--- src/hw/lcfr_pkg.sv ---
package lcfr_pkg;

    // ========================================================
    // Register map
    localparam logic [16:0] ORIENT_ADDR  = 17'h1fffb;
    localparam logic [16:0] DISPCTL_ADDR = 17'h1fffc;
    localparam logic [16:0] YRES_ADDR    = 17'h1fffd;
    localparam logic [16:0] FILLVAL_ADDR = 17'h1fffe;
    localparam logic [16:0] FILLCMD_ADDR = 17'h1ffff;

    // ========================================================
    // Field positions
    localparam int ORIENT_VSEL_BIT = 2;
    localparam int ORIENT_HSEL_BIT = 1;
    localparam int ORIENT_BL_BIT   = 0;
    localparam int DISP_OFF_BIT    = 7;
    localparam int BLINK_TWO_BIT   = 6;
    localparam int BLINK_ONE_BIT   = 5;
    localparam int BUSY_BIT        = 0;

    // ========================================================
    // Reset values and command codes
    localparam logic       VSEL_RST     = 1'b1;
    localparam logic       HSEL_RST     = 1'b0;
    localparam logic       BL_RST       = 1'b1;
    localparam logic [7:0] FILLVAL_RST  = 8'h00;
    localparam logic       DISPLAY_OFF_RST     = 1'b0;
    localparam logic       BLINK_RST    = 1'b0;
    localparam logic       BUSY_RST     = 1'b0;
    localparam logic [7:0] CONV_RST     = 8'h00;
    localparam logic [7:0] FILL_GO_CODE = 8'h01;

    // ========================================================
    // Frame buffer geometry and timing
    localparam logic [8:0] COL_LAST      = 9'h1ff;
    localparam logic [7:0] ROW_LAST      = 8'hef;
    localparam int         CLK_HZ        = 40_000_000;
    localparam int         BOOT_US       = 100;
    localparam int         BOOT_CYCLES   = (BOOT_US * (CLK_HZ / 1_000_000));
    localparam int         BLINK_FRAMES  = 32;

    // ========================================================
    // Types
    typedef enum logic [1:0] {
        LCFR_ORIENT_VMIRROR,
        LCFR_ORIENT_ROT180,
        LCFR_ORIENT_NORMAL,
        LCFR_ORIENT_HMIRROR
    } lcfr_orient_t;

    typedef struct packed {
        logic [1:0] attr;
        logic [1:0] red;
        logic [1:0] green;
        logic [1:0] blue;
    } lcfr_pixel_t;

    typedef struct packed {
        logic        we;
        logic [16:0] addr;
        lcfr_pixel_t data;
    } lcfr_fb_wr_t;

endpackage : lcfr_pkg

--- src/hw/lcfr_regs.sv ---
`timescale 1ns/1ps
// What this block does
// - Orientation register is write-only; vertical 1, horizontal 0, backlight 1 at reset.
// - Vertical/horizontal select pick normal, horizontal mirror, 180 rotation or vertical mirror.
// - Backlight enable output is the inverse of the backlight bit.
// - Display-off bit forces panel pixel data to zero; resets to zero.
// - Bits 5 and 6 enable blink groups one and two; both reset to zero.
// - Low five bits of display control writes are ignored.
// - Reading display control address returns the latest X conversion result.
// - Conversion results from touch controller are stored automatically, readable anytime.
// - Next address reads latest Y conversion result; writes there do nothing.
// - Fill value is write-only pixel-format byte, resets to zero.
// - Writing 0x01 to fill command fills the whole frame buffer.
// - Busy bit reads 1 from fill acceptance until fill ends; resets to 0.
// - After reset release and configuration load, a fill starts automatically.
// - Fill covers 512 columns by 240 lines at stride 0x200.
// - Pixel byte is attribute, red, green, blue, two bits each.
// - Attribute 10/11 join blink groups one/two, only when enabled.
module lcfr_regs (
    // Clock and reset
    input  wire logic               clk,
    input  wire logic               rstn,
    // Host register port
    input  wire logic               reg_wr,
    input  wire logic               reg_rd,
    input  wire logic [16:0]        reg_addr,
    input  wire logic [7:0]         reg_wdata,
    output logic      [7:0]         reg_rdata,
    // Conversion results from the touch controller
    input  wire logic               conv_x_valid,
    input  wire logic               conv_y_valid,
    input  wire logic [7:0]         conv_data,
    // Frame buffer write port used by the fill engine
    output lcfr_pkg::lcfr_fb_wr_t   fb_wr,
    // Pixel scan-out path
    input  wire logic               frame_start,
    input  wire lcfr_pkg::lcfr_pixel_t pix_in,
    output lcfr_pkg::lcfr_pixel_t   pix_out,
    // Panel controls
    output lcfr_pkg::lcfr_orient_t  orient,
    output logic                    backlight_enable_out,
    output logic                    fill_busy
);

    // ========================================================
    // Host writes
    logic        vsel_q, hsel_q, bl_q;
    logic        display_off_q, blink_one_enable_q, blink_two_enable_q;
    logic [7:0]  fill_value_q;
    logic [7:0]  x_res_q, y_res_q;
    logic        busy_q;
    logic [8:0]  col_q;
    logic [7:0]  row_q;
    logic [13:0] boot_cnt_q;
    logic        boot_done_q;
    logic [5:0]  frame_cnt_q;
    logic        blink_phase_q;
    logic        wr_orient, wr_disp, wr_fval, fill_go, boot_go, fill_last;

    always_comb begin
        wr_orient = reg_wr && (reg_addr == lcfr_pkg::ORIENT_ADDR);
        wr_disp   = reg_wr && (reg_addr == lcfr_pkg::DISPCTL_ADDR);
        wr_fval   = reg_wr && (reg_addr == lcfr_pkg::FILLVAL_ADDR);
        // Command accepted only with the exact code and while idle
        fill_go   = reg_wr && (reg_addr == lcfr_pkg::FILLCMD_ADDR)
                    && (reg_wdata == lcfr_pkg::FILL_GO_CODE) && !busy_q;
        fill_last = (col_q == lcfr_pkg::COL_LAST) && (row_q == lcfr_pkg::ROW_LAST);
    end

    // Orientation and backlight register
    always_ff @(posedge clk or negedge rstn) begin
        if (!rstn) begin
            vsel_q <= lcfr_pkg::VSEL_RST;
            hsel_q <= lcfr_pkg::HSEL_RST;
            bl_q   <= lcfr_pkg::BL_RST;
        end else if (wr_orient) begin
            vsel_q <= reg_wdata[lcfr_pkg::ORIENT_VSEL_BIT];
            hsel_q <= reg_wdata[lcfr_pkg::ORIENT_HSEL_BIT];
            bl_q   <= reg_wdata[lcfr_pkg::ORIENT_BL_BIT];
        end
    end

    // Display control; low five bits are dropped on purpose
    always_ff @(posedge clk or negedge rstn) begin
        if (!rstn) begin
            display_off_q      <= lcfr_pkg::DISPLAY_OFF_RST;
            blink_one_enable_q <= lcfr_pkg::BLINK_RST;
            blink_two_enable_q <= lcfr_pkg::BLINK_RST;
        end else if (wr_disp) begin
            display_off_q      <= reg_wdata[lcfr_pkg::DISP_OFF_BIT];
            blink_one_enable_q <= reg_wdata[lcfr_pkg::BLINK_ONE_BIT];
            blink_two_enable_q <= reg_wdata[lcfr_pkg::BLINK_TWO_BIT];
        end
    end

    // Fill value register
    always_ff @(posedge clk or negedge rstn) begin
        if (!rstn) begin
            fill_value_q <= lcfr_pkg::FILLVAL_RST;
        end else if (wr_fval) begin
            fill_value_q <= reg_wdata;
        end
    end

    // ========================================================
    // Conversion results; host writes never touch them
    always_ff @(posedge clk or negedge rstn) begin
        if (!rstn) begin
            x_res_q <= lcfr_pkg::CONV_RST;
            y_res_q <= lcfr_pkg::CONV_RST;
        end else begin
            if (conv_x_valid) begin
                x_res_q <= conv_data;
            end
            if (conv_y_valid) begin
                y_res_q <= conv_data;
            end
        end
    end

    // Read mux; write-only locations read as zero
    // Reads have no side effects, so polling busy costs the host nothing
    always_comb begin
        reg_rdata = 8'h00;
        if (!reg_rd) begin
            reg_rdata = 8'h00;
        end else if (reg_addr == lcfr_pkg::DISPCTL_ADDR) begin
            reg_rdata = x_res_q;
        end else if (reg_addr == lcfr_pkg::YRES_ADDR) begin
            reg_rdata = y_res_q;
        end else if (reg_addr == lcfr_pkg::FILLCMD_ADDR) begin
            reg_rdata = {7'h00, busy_q};
        end
    end

    // ========================================================
    // Boot delay stands in for the flash-to-SRAM configuration load
    // A host fill issued during the delay absorbs the automatic one
    always_ff @(posedge clk or negedge rstn) begin
        if (!rstn) begin
            boot_cnt_q  <= 14'h0000;
            boot_done_q <= 1'b0;
        end else if (!boot_done_q) begin
            if (boot_cnt_q == 14'(lcfr_pkg::BOOT_CYCLES - 1)) begin
                boot_done_q <= 1'b1;
            end
            boot_cnt_q <= boot_cnt_q + 14'h0001;
        end
    end

    assign boot_go = !boot_done_q && (boot_cnt_q == 14'(lcfr_pkg::BOOT_CYCLES - 1));

    // Fill engine: one pixel per clock over the full 512 x 240 space
    // A full pass takes 122880 clocks, about 3 ms, well inside the host's wait
    always_ff @(posedge clk or negedge rstn) begin
        if (!rstn) begin
            busy_q <= lcfr_pkg::BUSY_RST;
            col_q  <= 9'h000;
            row_q  <= 8'h00;
        end else if (!busy_q) begin
            if (fill_go || boot_go) begin
                busy_q <= 1'b1;
                col_q  <= 9'h000;
                row_q  <= 8'h00;
            end
        end else if (fill_last) begin
            busy_q <= 1'b0;
        end else if (col_q == lcfr_pkg::COL_LAST) begin
            col_q <= 9'h000;
            row_q <= row_q + 8'h01;
        end else begin
            col_q <= col_q + 9'h001;
        end
    end

    // Write strobe registered with the address; line stride is 0x200
    always_ff @(posedge clk or negedge rstn) begin
        if (!rstn) begin
            fb_wr <= '0;
        end else begin
            fb_wr.we   <= busy_q;
            fb_wr.addr <= {row_q, col_q};
            fb_wr.data <= fill_value_q;
        end
    end

    // ========================================================
    // Blink phase toggles every few frames
    // Limitation: the blink rate follows the frame rate, not a fixed time
    always_ff @(posedge clk or negedge rstn) begin
        if (!rstn) begin
            frame_cnt_q   <= 6'h00;
            blink_phase_q <= 1'b0;
        end else if (frame_start) begin
            if (frame_cnt_q == 6'(lcfr_pkg::BLINK_FRAMES - 1)) begin
                frame_cnt_q   <= 6'h00;
                blink_phase_q <= !blink_phase_q;
            end else begin
                frame_cnt_q <= frame_cnt_q + 6'h01;
            end
        end
    end

    // Pixel output; blanking beats blink, blink beats colour
    always_ff @(posedge clk or negedge rstn) begin
        if (!rstn) begin
            pix_out <= '0;
        end else if (display_off_q) begin
            pix_out <= '0;
        end else if (blink_phase_q && ((pix_in.attr == 2'b10 && blink_one_enable_q)
                     || (pix_in.attr == 2'b11 && blink_two_enable_q))) begin
            pix_out <= '0;
        end else begin
            pix_out <= pix_in;
        end
    end

    // Panel control outputs
    always_ff @(posedge clk or negedge rstn) begin
        if (!rstn) begin
            orient               <= lcfr_pkg::LCFR_ORIENT_NORMAL;
            backlight_enable_out <= 1'b0;
        end else begin
            orient               <= lcfr_pkg::lcfr_orient_t'({vsel_q, hsel_q});
            backlight_enable_out <= !bl_q;
        end
    end

    assign fill_busy = busy_q;

    // ========================================================
    // Checks
    a_fill_cmd_start: assert property (@(posedge clk) disable iff (!rstn)
        fill_go |=> busy_q)
        else $error("fill command did not raise busy");
    a_fill_ignore_busy: assert property (@(posedge clk) disable iff (!rstn)
        busy_q && !fill_last |=> busy_q && $stable(row_q) || col_q != 9'h000 || row_q != 8'h00)
        else $error("fill restarted while busy");
    a_busy_ends: assert property (@(posedge clk) disable iff (!rstn)
        busy_q && fill_last |=> !busy_q)
        else $error("busy did not clear at fill end");
    a_backlight_inv: assert property (@(posedge clk) disable iff (!rstn)
        wr_orient ##2 1 |-> backlight_enable_out == !$past(reg_wdata[0], 2))
        else $error("backlight output not inverted");
    a_blank_pixels: assert property (@(posedge clk) disable iff (!rstn)
        display_off_q |=> pix_out == '0)
        else $error("pixels not blanked");
    a_xread: assert property (@(posedge clk) disable iff (!rstn)
        reg_rd && reg_addr == lcfr_pkg::DISPCTL_ADDR |-> reg_rdata == x_res_q)
        else $error("x result not returned");
    a_fb_write: assert property (@(posedge clk) disable iff (!rstn)
        busy_q |=> fb_wr.we && fb_wr.addr == {$past(row_q), $past(col_q)})
        else $error("fill write address wrong");
    a_boot_fill: assert property (@(posedge clk) disable iff (!rstn)
        boot_go |=> busy_q)
        else $error("automatic fill did not start");

    // ========================================================
    // Control register checks
    a_orient_map: assert property (@(posedge clk) disable iff (!rstn)
        wr_orient ##2 1 |-> orient == lcfr_pkg::lcfr_orient_t'(
            {$past(reg_wdata[lcfr_pkg::ORIENT_VSEL_BIT], 2),
             $past(reg_wdata[lcfr_pkg::ORIENT_HSEL_BIT], 2)}))
        else $error("orientation does not follow select bits");
    a_disp_write: assert property (@(posedge clk) disable iff (!rstn)
        wr_disp |=> display_off_q == $past(reg_wdata[lcfr_pkg::DISP_OFF_BIT])
            && blink_one_enable_q == $past(reg_wdata[lcfr_pkg::BLINK_ONE_BIT])
            && blink_two_enable_q == $past(reg_wdata[lcfr_pkg::BLINK_TWO_BIT]))
        else $error("display control write lost");
    a_disp_hold: assert property (@(posedge clk) disable iff (!rstn)
        !wr_disp |=> $stable({display_off_q, blink_one_enable_q, blink_two_enable_q}))
        else $error("display control changed without a write");
    a_fval_hold: assert property (@(posedge clk) disable iff (!rstn)
        !wr_fval |=> $stable(fill_value_q))
        else $error("fill value changed without a write");

    // ========================================================
    // Conversion result and busy bit read checks
    a_x_store: assert property (@(posedge clk) disable iff (!rstn)
        conv_x_valid |=> x_res_q == $past(conv_data))
        else $error("x result not stored");
    a_y_store: assert property (@(posedge clk) disable iff (!rstn)
        conv_y_valid |=> y_res_q == $past(conv_data))
        else $error("y result not stored");
    a_yread: assert property (@(posedge clk) disable iff (!rstn)
        reg_rd && reg_addr == lcfr_pkg::YRES_ADDR |-> reg_rdata == y_res_q)
        else $error("y result not returned");
    a_busy_read: assert property (@(posedge clk) disable iff (!rstn)
        reg_rd && reg_addr == lcfr_pkg::FILLCMD_ADDR |-> reg_rdata[lcfr_pkg::BUSY_BIT] == busy_q)
        else $error("busy bit not returned");

    // ========================================================
    // Fill and scan-out checks
    a_bad_code: assert property (@(posedge clk) disable iff (!rstn)
        reg_wr && reg_addr == lcfr_pkg::FILLCMD_ADDR && reg_wdata != lcfr_pkg::FILL_GO_CODE
            && !busy_q && !boot_go |=> !busy_q)
        else $error("fill started on a wrong code");
    a_fill_data: assert property (@(posedge clk) disable iff (!rstn)
        busy_q |=> fb_wr.data == $past(fill_value_q))
        else $error("fill data differs from fill value");
    a_blink_off: assert property (@(posedge clk) disable iff (!rstn)
        !display_off_q && blink_phase_q && blink_one_enable_q && pix_in.attr == 2'b10
            |=> pix_out == '0)
        else $error("blink group one not blacked out");
    a_pix_pass: assert property (@(posedge clk) disable iff (!rstn)
        !display_off_q && !pix_in.attr[1] |=> pix_out == $past(pix_in))
        else $error("plain pixel altered");

endmodule : lcfr_regs

--- config.mk ---
export PLATFORM = sky130hd
export DESIGN_NAME = lcfr_regs
export DESIGN_NICKNAME = d
export VERILOG_FILES = /design/src/hw/lcfr_pkg.sv /design/src/hw/lcfr_regs.sv
export SDC_FILE = /design/constraint.sdc
export NUM_CORES = 1
export LEC_CHECK = 0
export ABC_AREA = 1
export BUFFER_PORTS_ARGS = -buffer_cell sky130_fd_sc_hd__buf_2
export CORE_MARGIN = 3
export CORE_UTILIZATION = 54
export CTS_BUF_LIST = sky130_fd_sc_hd__clkbuf_16
export CTS_CLUSTER_DIAMETER = 50
export DETAILED_ROUTE_END_ITERATION = 6
export PLACE_DENSITY_LB_ADDON = 0.08
export SYNTH_ARGS = -nofsm -noshare
export SYNTH_HDL_FRONTEND = slang
export SYNTH_SLANG_ARGS = --single-unit
--- constraint.sdc ---
create_clock -name clk -period 2.95 [get_ports clk]
set_clock_uncertainty 0.15 [all_clocks]
set_input_delay 0.1475 -clock clk [delete_from_list [all_inputs] [get_ports clk]]
set_output_delay 0.1475 -clock clk [all_outputs]
set_load 0.01 [all_outputs]
== After elaboration in Yosys (flattened, before gate mapping) ==
Cells that the tools add are included.
Operators by class
  reduce and logical (&&, ||, !) cells: 21
  equality and inequality tests: 14
  add/subtract/negate cells: 4
  multiplexer cells: 20
Operators with widths (count)
  == test 17 bit, second input constant: 5
  2-to-1 mux 8 bit: 9
  2-to-1 mux 9 bit: 4
  adder 14 x 1 -> 14 bit, second input constant: 1
  == test 14 x 12 -> 1 bit, second input constant: 1
  logical AND 1 bit: 11
  adder 9 x 1 -> 9 bit, second input constant: 1
  == test 9 bit, second input constant: 1
  adder 8 x 1 -> 8 bit, second input constant: 1
  == test 8 x 1 -> 1 bit, second input constant: 1
  == test 8 bit, second input constant: 1
  adder 6 x 1 -> 6 bit, second input constant: 1
  == test 6 x 5 -> 1 bit, second input constant: 1
  2-to-1 mux 1 bit: 6
  2-to-1 mux 6 bit: 1
  == test 2 bit, second input constant: 2
  logical NOT 1 bit: 4
  AND reduction 2 bit: 2
  AND reduction 3 bit: 1
  logical OR 1 bit: 2
  != test 2 x 1 -> 1 bit, second input constant: 1
  != test 2 bit, second input constant: 1
  nonzero test 2 bit: 1
Word-level totals
  input bits: 48
  word-level logic and storage cells: 87
  bits in registers: 107
  output and inout port bits: 46

== Logic depth before layout (Yosys ltp) ==
  depth in word-level cells: 7
  gate-level depth with buffers: 11

== Least setup slack after synthesis ==
OpenSTA, ideal clock, no wires.
  kind: reg-to-reg
  start point: register col_q[0]
  end point: register row_q[0]
  buffers on the path: 0
  stages on the path, launching flop included: 12
  data arrival time: 1930 ps
  slack: 753 ps
  required time: 2683 ps
  library setup time: 117 ps
  cells stage by stage: dfrtp_1 -> ha_1 -> nand3_1 -> nor2_1 -> nand2_1 -> nor2_1 -> ha_1 -> clkinv_1 -> o21ai_2 -> nand2_1 -> nand2_1 -> nand2_1
On the way
  word-level cells in the longest chain between the ends: 4
  elaborated cells on any way between the ends: 5
  classes of those cells: 3 x eq/ne; 2 x reduce/logical
RTL lines
  start: declaration: RTL line lcfr_regs.sv:52  | logic [8:0] col_q;
  start signal: assignment: RTL line lcfr_regs.sv:172  | col_q <= col_q + 9'h001;
  == test 9 bit (*): RTL line lcfr_regs.sv:67, lcfr_regs.sv:168
  logical AND 1 bit: RTL line lcfr_regs.sv:67  | fill_last = (col_q == lcfr_pkg::COL_LAST) && (row_q == lcfr_pkg::ROW_LAST);
  != test 2 bit (no source line)
  AND reduction 3 bit (no source line) (*)
  end signal: assignment: RTL line lcfr_regs.sv:170  | row_q <= row_q + 8'h01;
  end: declaration: RTL line lcfr_regs.sv:53  | logic [7:0] row_q;
Mark *: on every way between the ends. The rest lies on a longest branch, timed or not.
A chain may end at the register's enable or synchronous reset.

== Worst setup path after layout ==
  start point: register col_q[0]
  end point: register row_q[4]
The elaborated chain is that of the path after synthesis.

==> summary.md <==
| Metric | Value |
|---|---|
| Outcome | complete, no violations |
| PwrDens | 516 nW/um^2 |
| Asr flop ratio synth | 100% |
| Yosys cell types | 34 |
| CTS root buffer | clkbuf_16 |
| Overall Global Routing Usage | 20.5% |
| Design area | 5690 um^2 |
| Clock sink total | 107 |
| Drt first pass iters | 4 |
| Routing usage on met2 | 35.0% |
| Count of pins over their slew limit | 0 |
| Vias per inst | 4.99 |
| Clock latency at the later pin of the worst-skew pair | 0.34 ns |
| Share of layout cells above drive strength 1 | 24.7% |
| GRT Max-Usage Layer | met2 |
| Global placement routability congestion | 0.783 |
| Period Utilization, post-route | 81.1% |
| Nets | 646 |
| Top cell type by total area after synthesis | dfrtp_1 |
| Row cnt | 32 |
| EDFF count, synth | 0 |
| Final Critical Period | 2.39 ns |
| Post-synth top area share | 56.9% |
| CORE AREA | 7970 um^2 |
| Pin count of the biggest net entering global routing | 69 |
| Worst-path fanout max | 8 |
| Synth warn | 0 |
| Total gr overflow | 0 |
| Maximum VDD drop | 0.000365 V |
| Die X | 98.1 um |
| Most frequent cells in the layout | nand2_1 (110), dfrtp_1 (104), buf_2 (92) |
| Synth Register Bits | 107 |
| Drt first-iter violations | 115 |
| Synth Cell Area | 4580 um^2 |
| Main synth FF type | dfrtp_1 |
| Final Hold Fails | 0 |
| CP required | 3.03 ns |
| M1 GR Usage | 25.7% |
| First-pass GRT wire length | 16.1 mm |
| CP Capture Type | register |
| Final setup TNS | 0 ns |
| Critical path class | reg2reg |
| Most common cell after layout, fill and taps aside | nand2_1 |
| Sequential share of the synthesized area | 58.6% |
| Max-slew headroom | 60.5% |
| Met3 Track Usage GR | 4.79% |
| Via count | 3497 |
| WL per Instance | 13.4 um |
| Die area | 9620 um^2 |
| Number of global-route vias before repair | 3566 |
| CTS tree | yes |
| Setup Buffers After CTS | 0 |
| DRC Markers | 0 |
| Clk buf depth | 2 |
| Syn Inst Count | 468 |
| Initial antenna violation count | 1 |
| # H-tree levels | 3 |
| Max_cap viols | 0 |
| Pleak | 2.96 nW |
| Vert. Die Dim | 98.1 um |
| Dominant cells by area after synthesis | dfrtp_1 (57%), nand2_1 (9.0%), inv_1 (4.3%), nand3_1 (4.0%), mux2_2 (3.9%) |
| CTS Buf Count | 9 |
| Least-Margin Pin Slew | 0.593 ns |
| Avg Cell Area, Syn | 9.78 um^2 |
| Routed Wire Length | 9.36 mm |
| Area after DPL | 5160 um^2 |
| CP startpoint kind | register |
| Hold crit path type | in2reg |
| Syn-to-layout area delta | 24.2% |
| # port buffers | 93 |
| Crit path DAT | 2.48 ns |
| Antenna Nets Post-Route | 0 |
| Number of I/O pins | 94 |
| Starting density of the core | 57.4% |
| Setup violations, final | 0 |
| Mapped Nets | 521 |
| Maximum clock rate | 418 MHz |
| Post-CTS sizing | 0 |
| Clock-pin slew on the worst setup and hold paths | 0.07 ns |
| Post-DP HPWL | 6.46 mm |
| RSZ-0062 raised after global routing | no |
==> state kept, by name (all words and copies together) (netlist names) <==
signal                flops
blink_phase_q             1
boot_done_q               1
fb_wr                    26
bl_q                      1
row_q                     8
y_res_q                   8
fill_value_q              8
backlight_enable_out      1
hsel_q                    1
x_res_q                   8
vsel_q                    1
blink_one_enable_q        1
orient                    2
pix_out                   8
fill_busy                 1
frame_cnt_q               6
blink_two_enable_q        1
boot_cnt_q               14
display_off_q             1
col_q                     9
==> synth_stat cells, types with 2 or more instances <==
cell and instances:
nand2_2 4, o21ai_0 14, dfrtp_1 104, nor2_1 40, or2_2 3, clkbuf_1 4, buf_6 2, ha_1 5
nand2_1 110, nand3_1 37, a21oi_1 10, inv_1 53, nand4_1 16, dfstp_2 3, nor3_1 5, nor2_2 4
xor2_1 13, nor2_4 3, xnor2_1 6, nand2_4 2, nor3b_1 2, mux2_2 16
==> metal layers <==
metal  wire length [um]  share of wire (%)
met5                  0                  0
met4                152                1.6
met3                431                4.6
met2               4780                 51
met1               4000                 43
==> final timing paths <==
kind,cells past startpoint,slack (ns),end,start
worst min-delay path,3,0.05,x_res_q[0]$_DFFE_PN0P_,conv_x_valid
worst max register to register,11,0.56,row_q[4]$_DFFE_PN0P_,col_q[0]$_DFFE_PN0P_
max in group asynchronous,3,1.74,bl_q$_DFFE_PN1P_,rstn
worst min register to register,0,0.22,orient[1]$_DFF_PN1_,vsel_q$_DFFE_PN1P_
worst max-delay path,11,0.56,row_q[4]$_DFFE_PN0P_,col_q[0]$_DFFE_PN0P_
min in group asynchronous,2,0.17,fb_wr[5]$_DFF_PN0_,rstn
==> cells by family after synthesis <==
logic type	Yosys count	synth area share [%]
simple gates	232	23.9
flops	107	58.6
buf+inv	61	5.36
compound gates	28	3.25
xor+xnor	19	3.64
mux	16	3.94
fa+ha+maj	5	1.37
==> power breakdown <==
group	switching, mW	internal (mW)
registers	0.0503	1.55
clock network	0.512	0.565
logic	0.132	0.130
total	0.694	2.24
==> layout make-up <==
type | count | area [um^2]
clock inverters | 7 | 40.0
well taps | 102 | 128
inverters | 54 | 203
repair buffers | 121 | 756
flip-flops and latches | 107 | 2680
clock buffers | 9 | 225
multi-input cells | 300 | 1650
diodes | 1 | 2.50
fillers | 609 | 2280
==> metrics by stage <==
step | power, mW | hold slack, ns | setup WS (ns) | utilization [%] | instances
3_3_place_gp | 1.85 | -0.00236 | 0.700 | 64.7 | 658
6_report | 2.94 | 0.0541 | 0.556 | 71.4 | 701
2_1_floorplan | 1.75 | -0.298 | 0.753 | - | 468
3_5_place_dp | 1.86 | 0.00592 | 0.578 | 64.7 | 658
4_1_cts | 2.97 | 0.0495 | 0.562 | 71.3 | 700
5_1_grt | 3.07 | 0.0681 | 0.285 | 71.4 | 701
==> worst max-delay path: stages, from the launching register on <==
cell	delay (ns)
dfrtp_1	0.44
ha_1	0.24
nand3_1	0.11
nor2_1	0.13
nand2_1	0.08
nor2_1	0.10
ha_1	0.20
clkinv_1	0.24
o21ai_2	0.22
nand2_1	0.19
nand2_1	0.12
nand2_1	0.05
==> repair_timing <==
item,in CTS,in global routing
endpoints found under the setup margin,0,0
endpoints found under the hold margin,80,0
hold buffers,26,0
No activity file was read; power rests on OpenSTA's default activity.
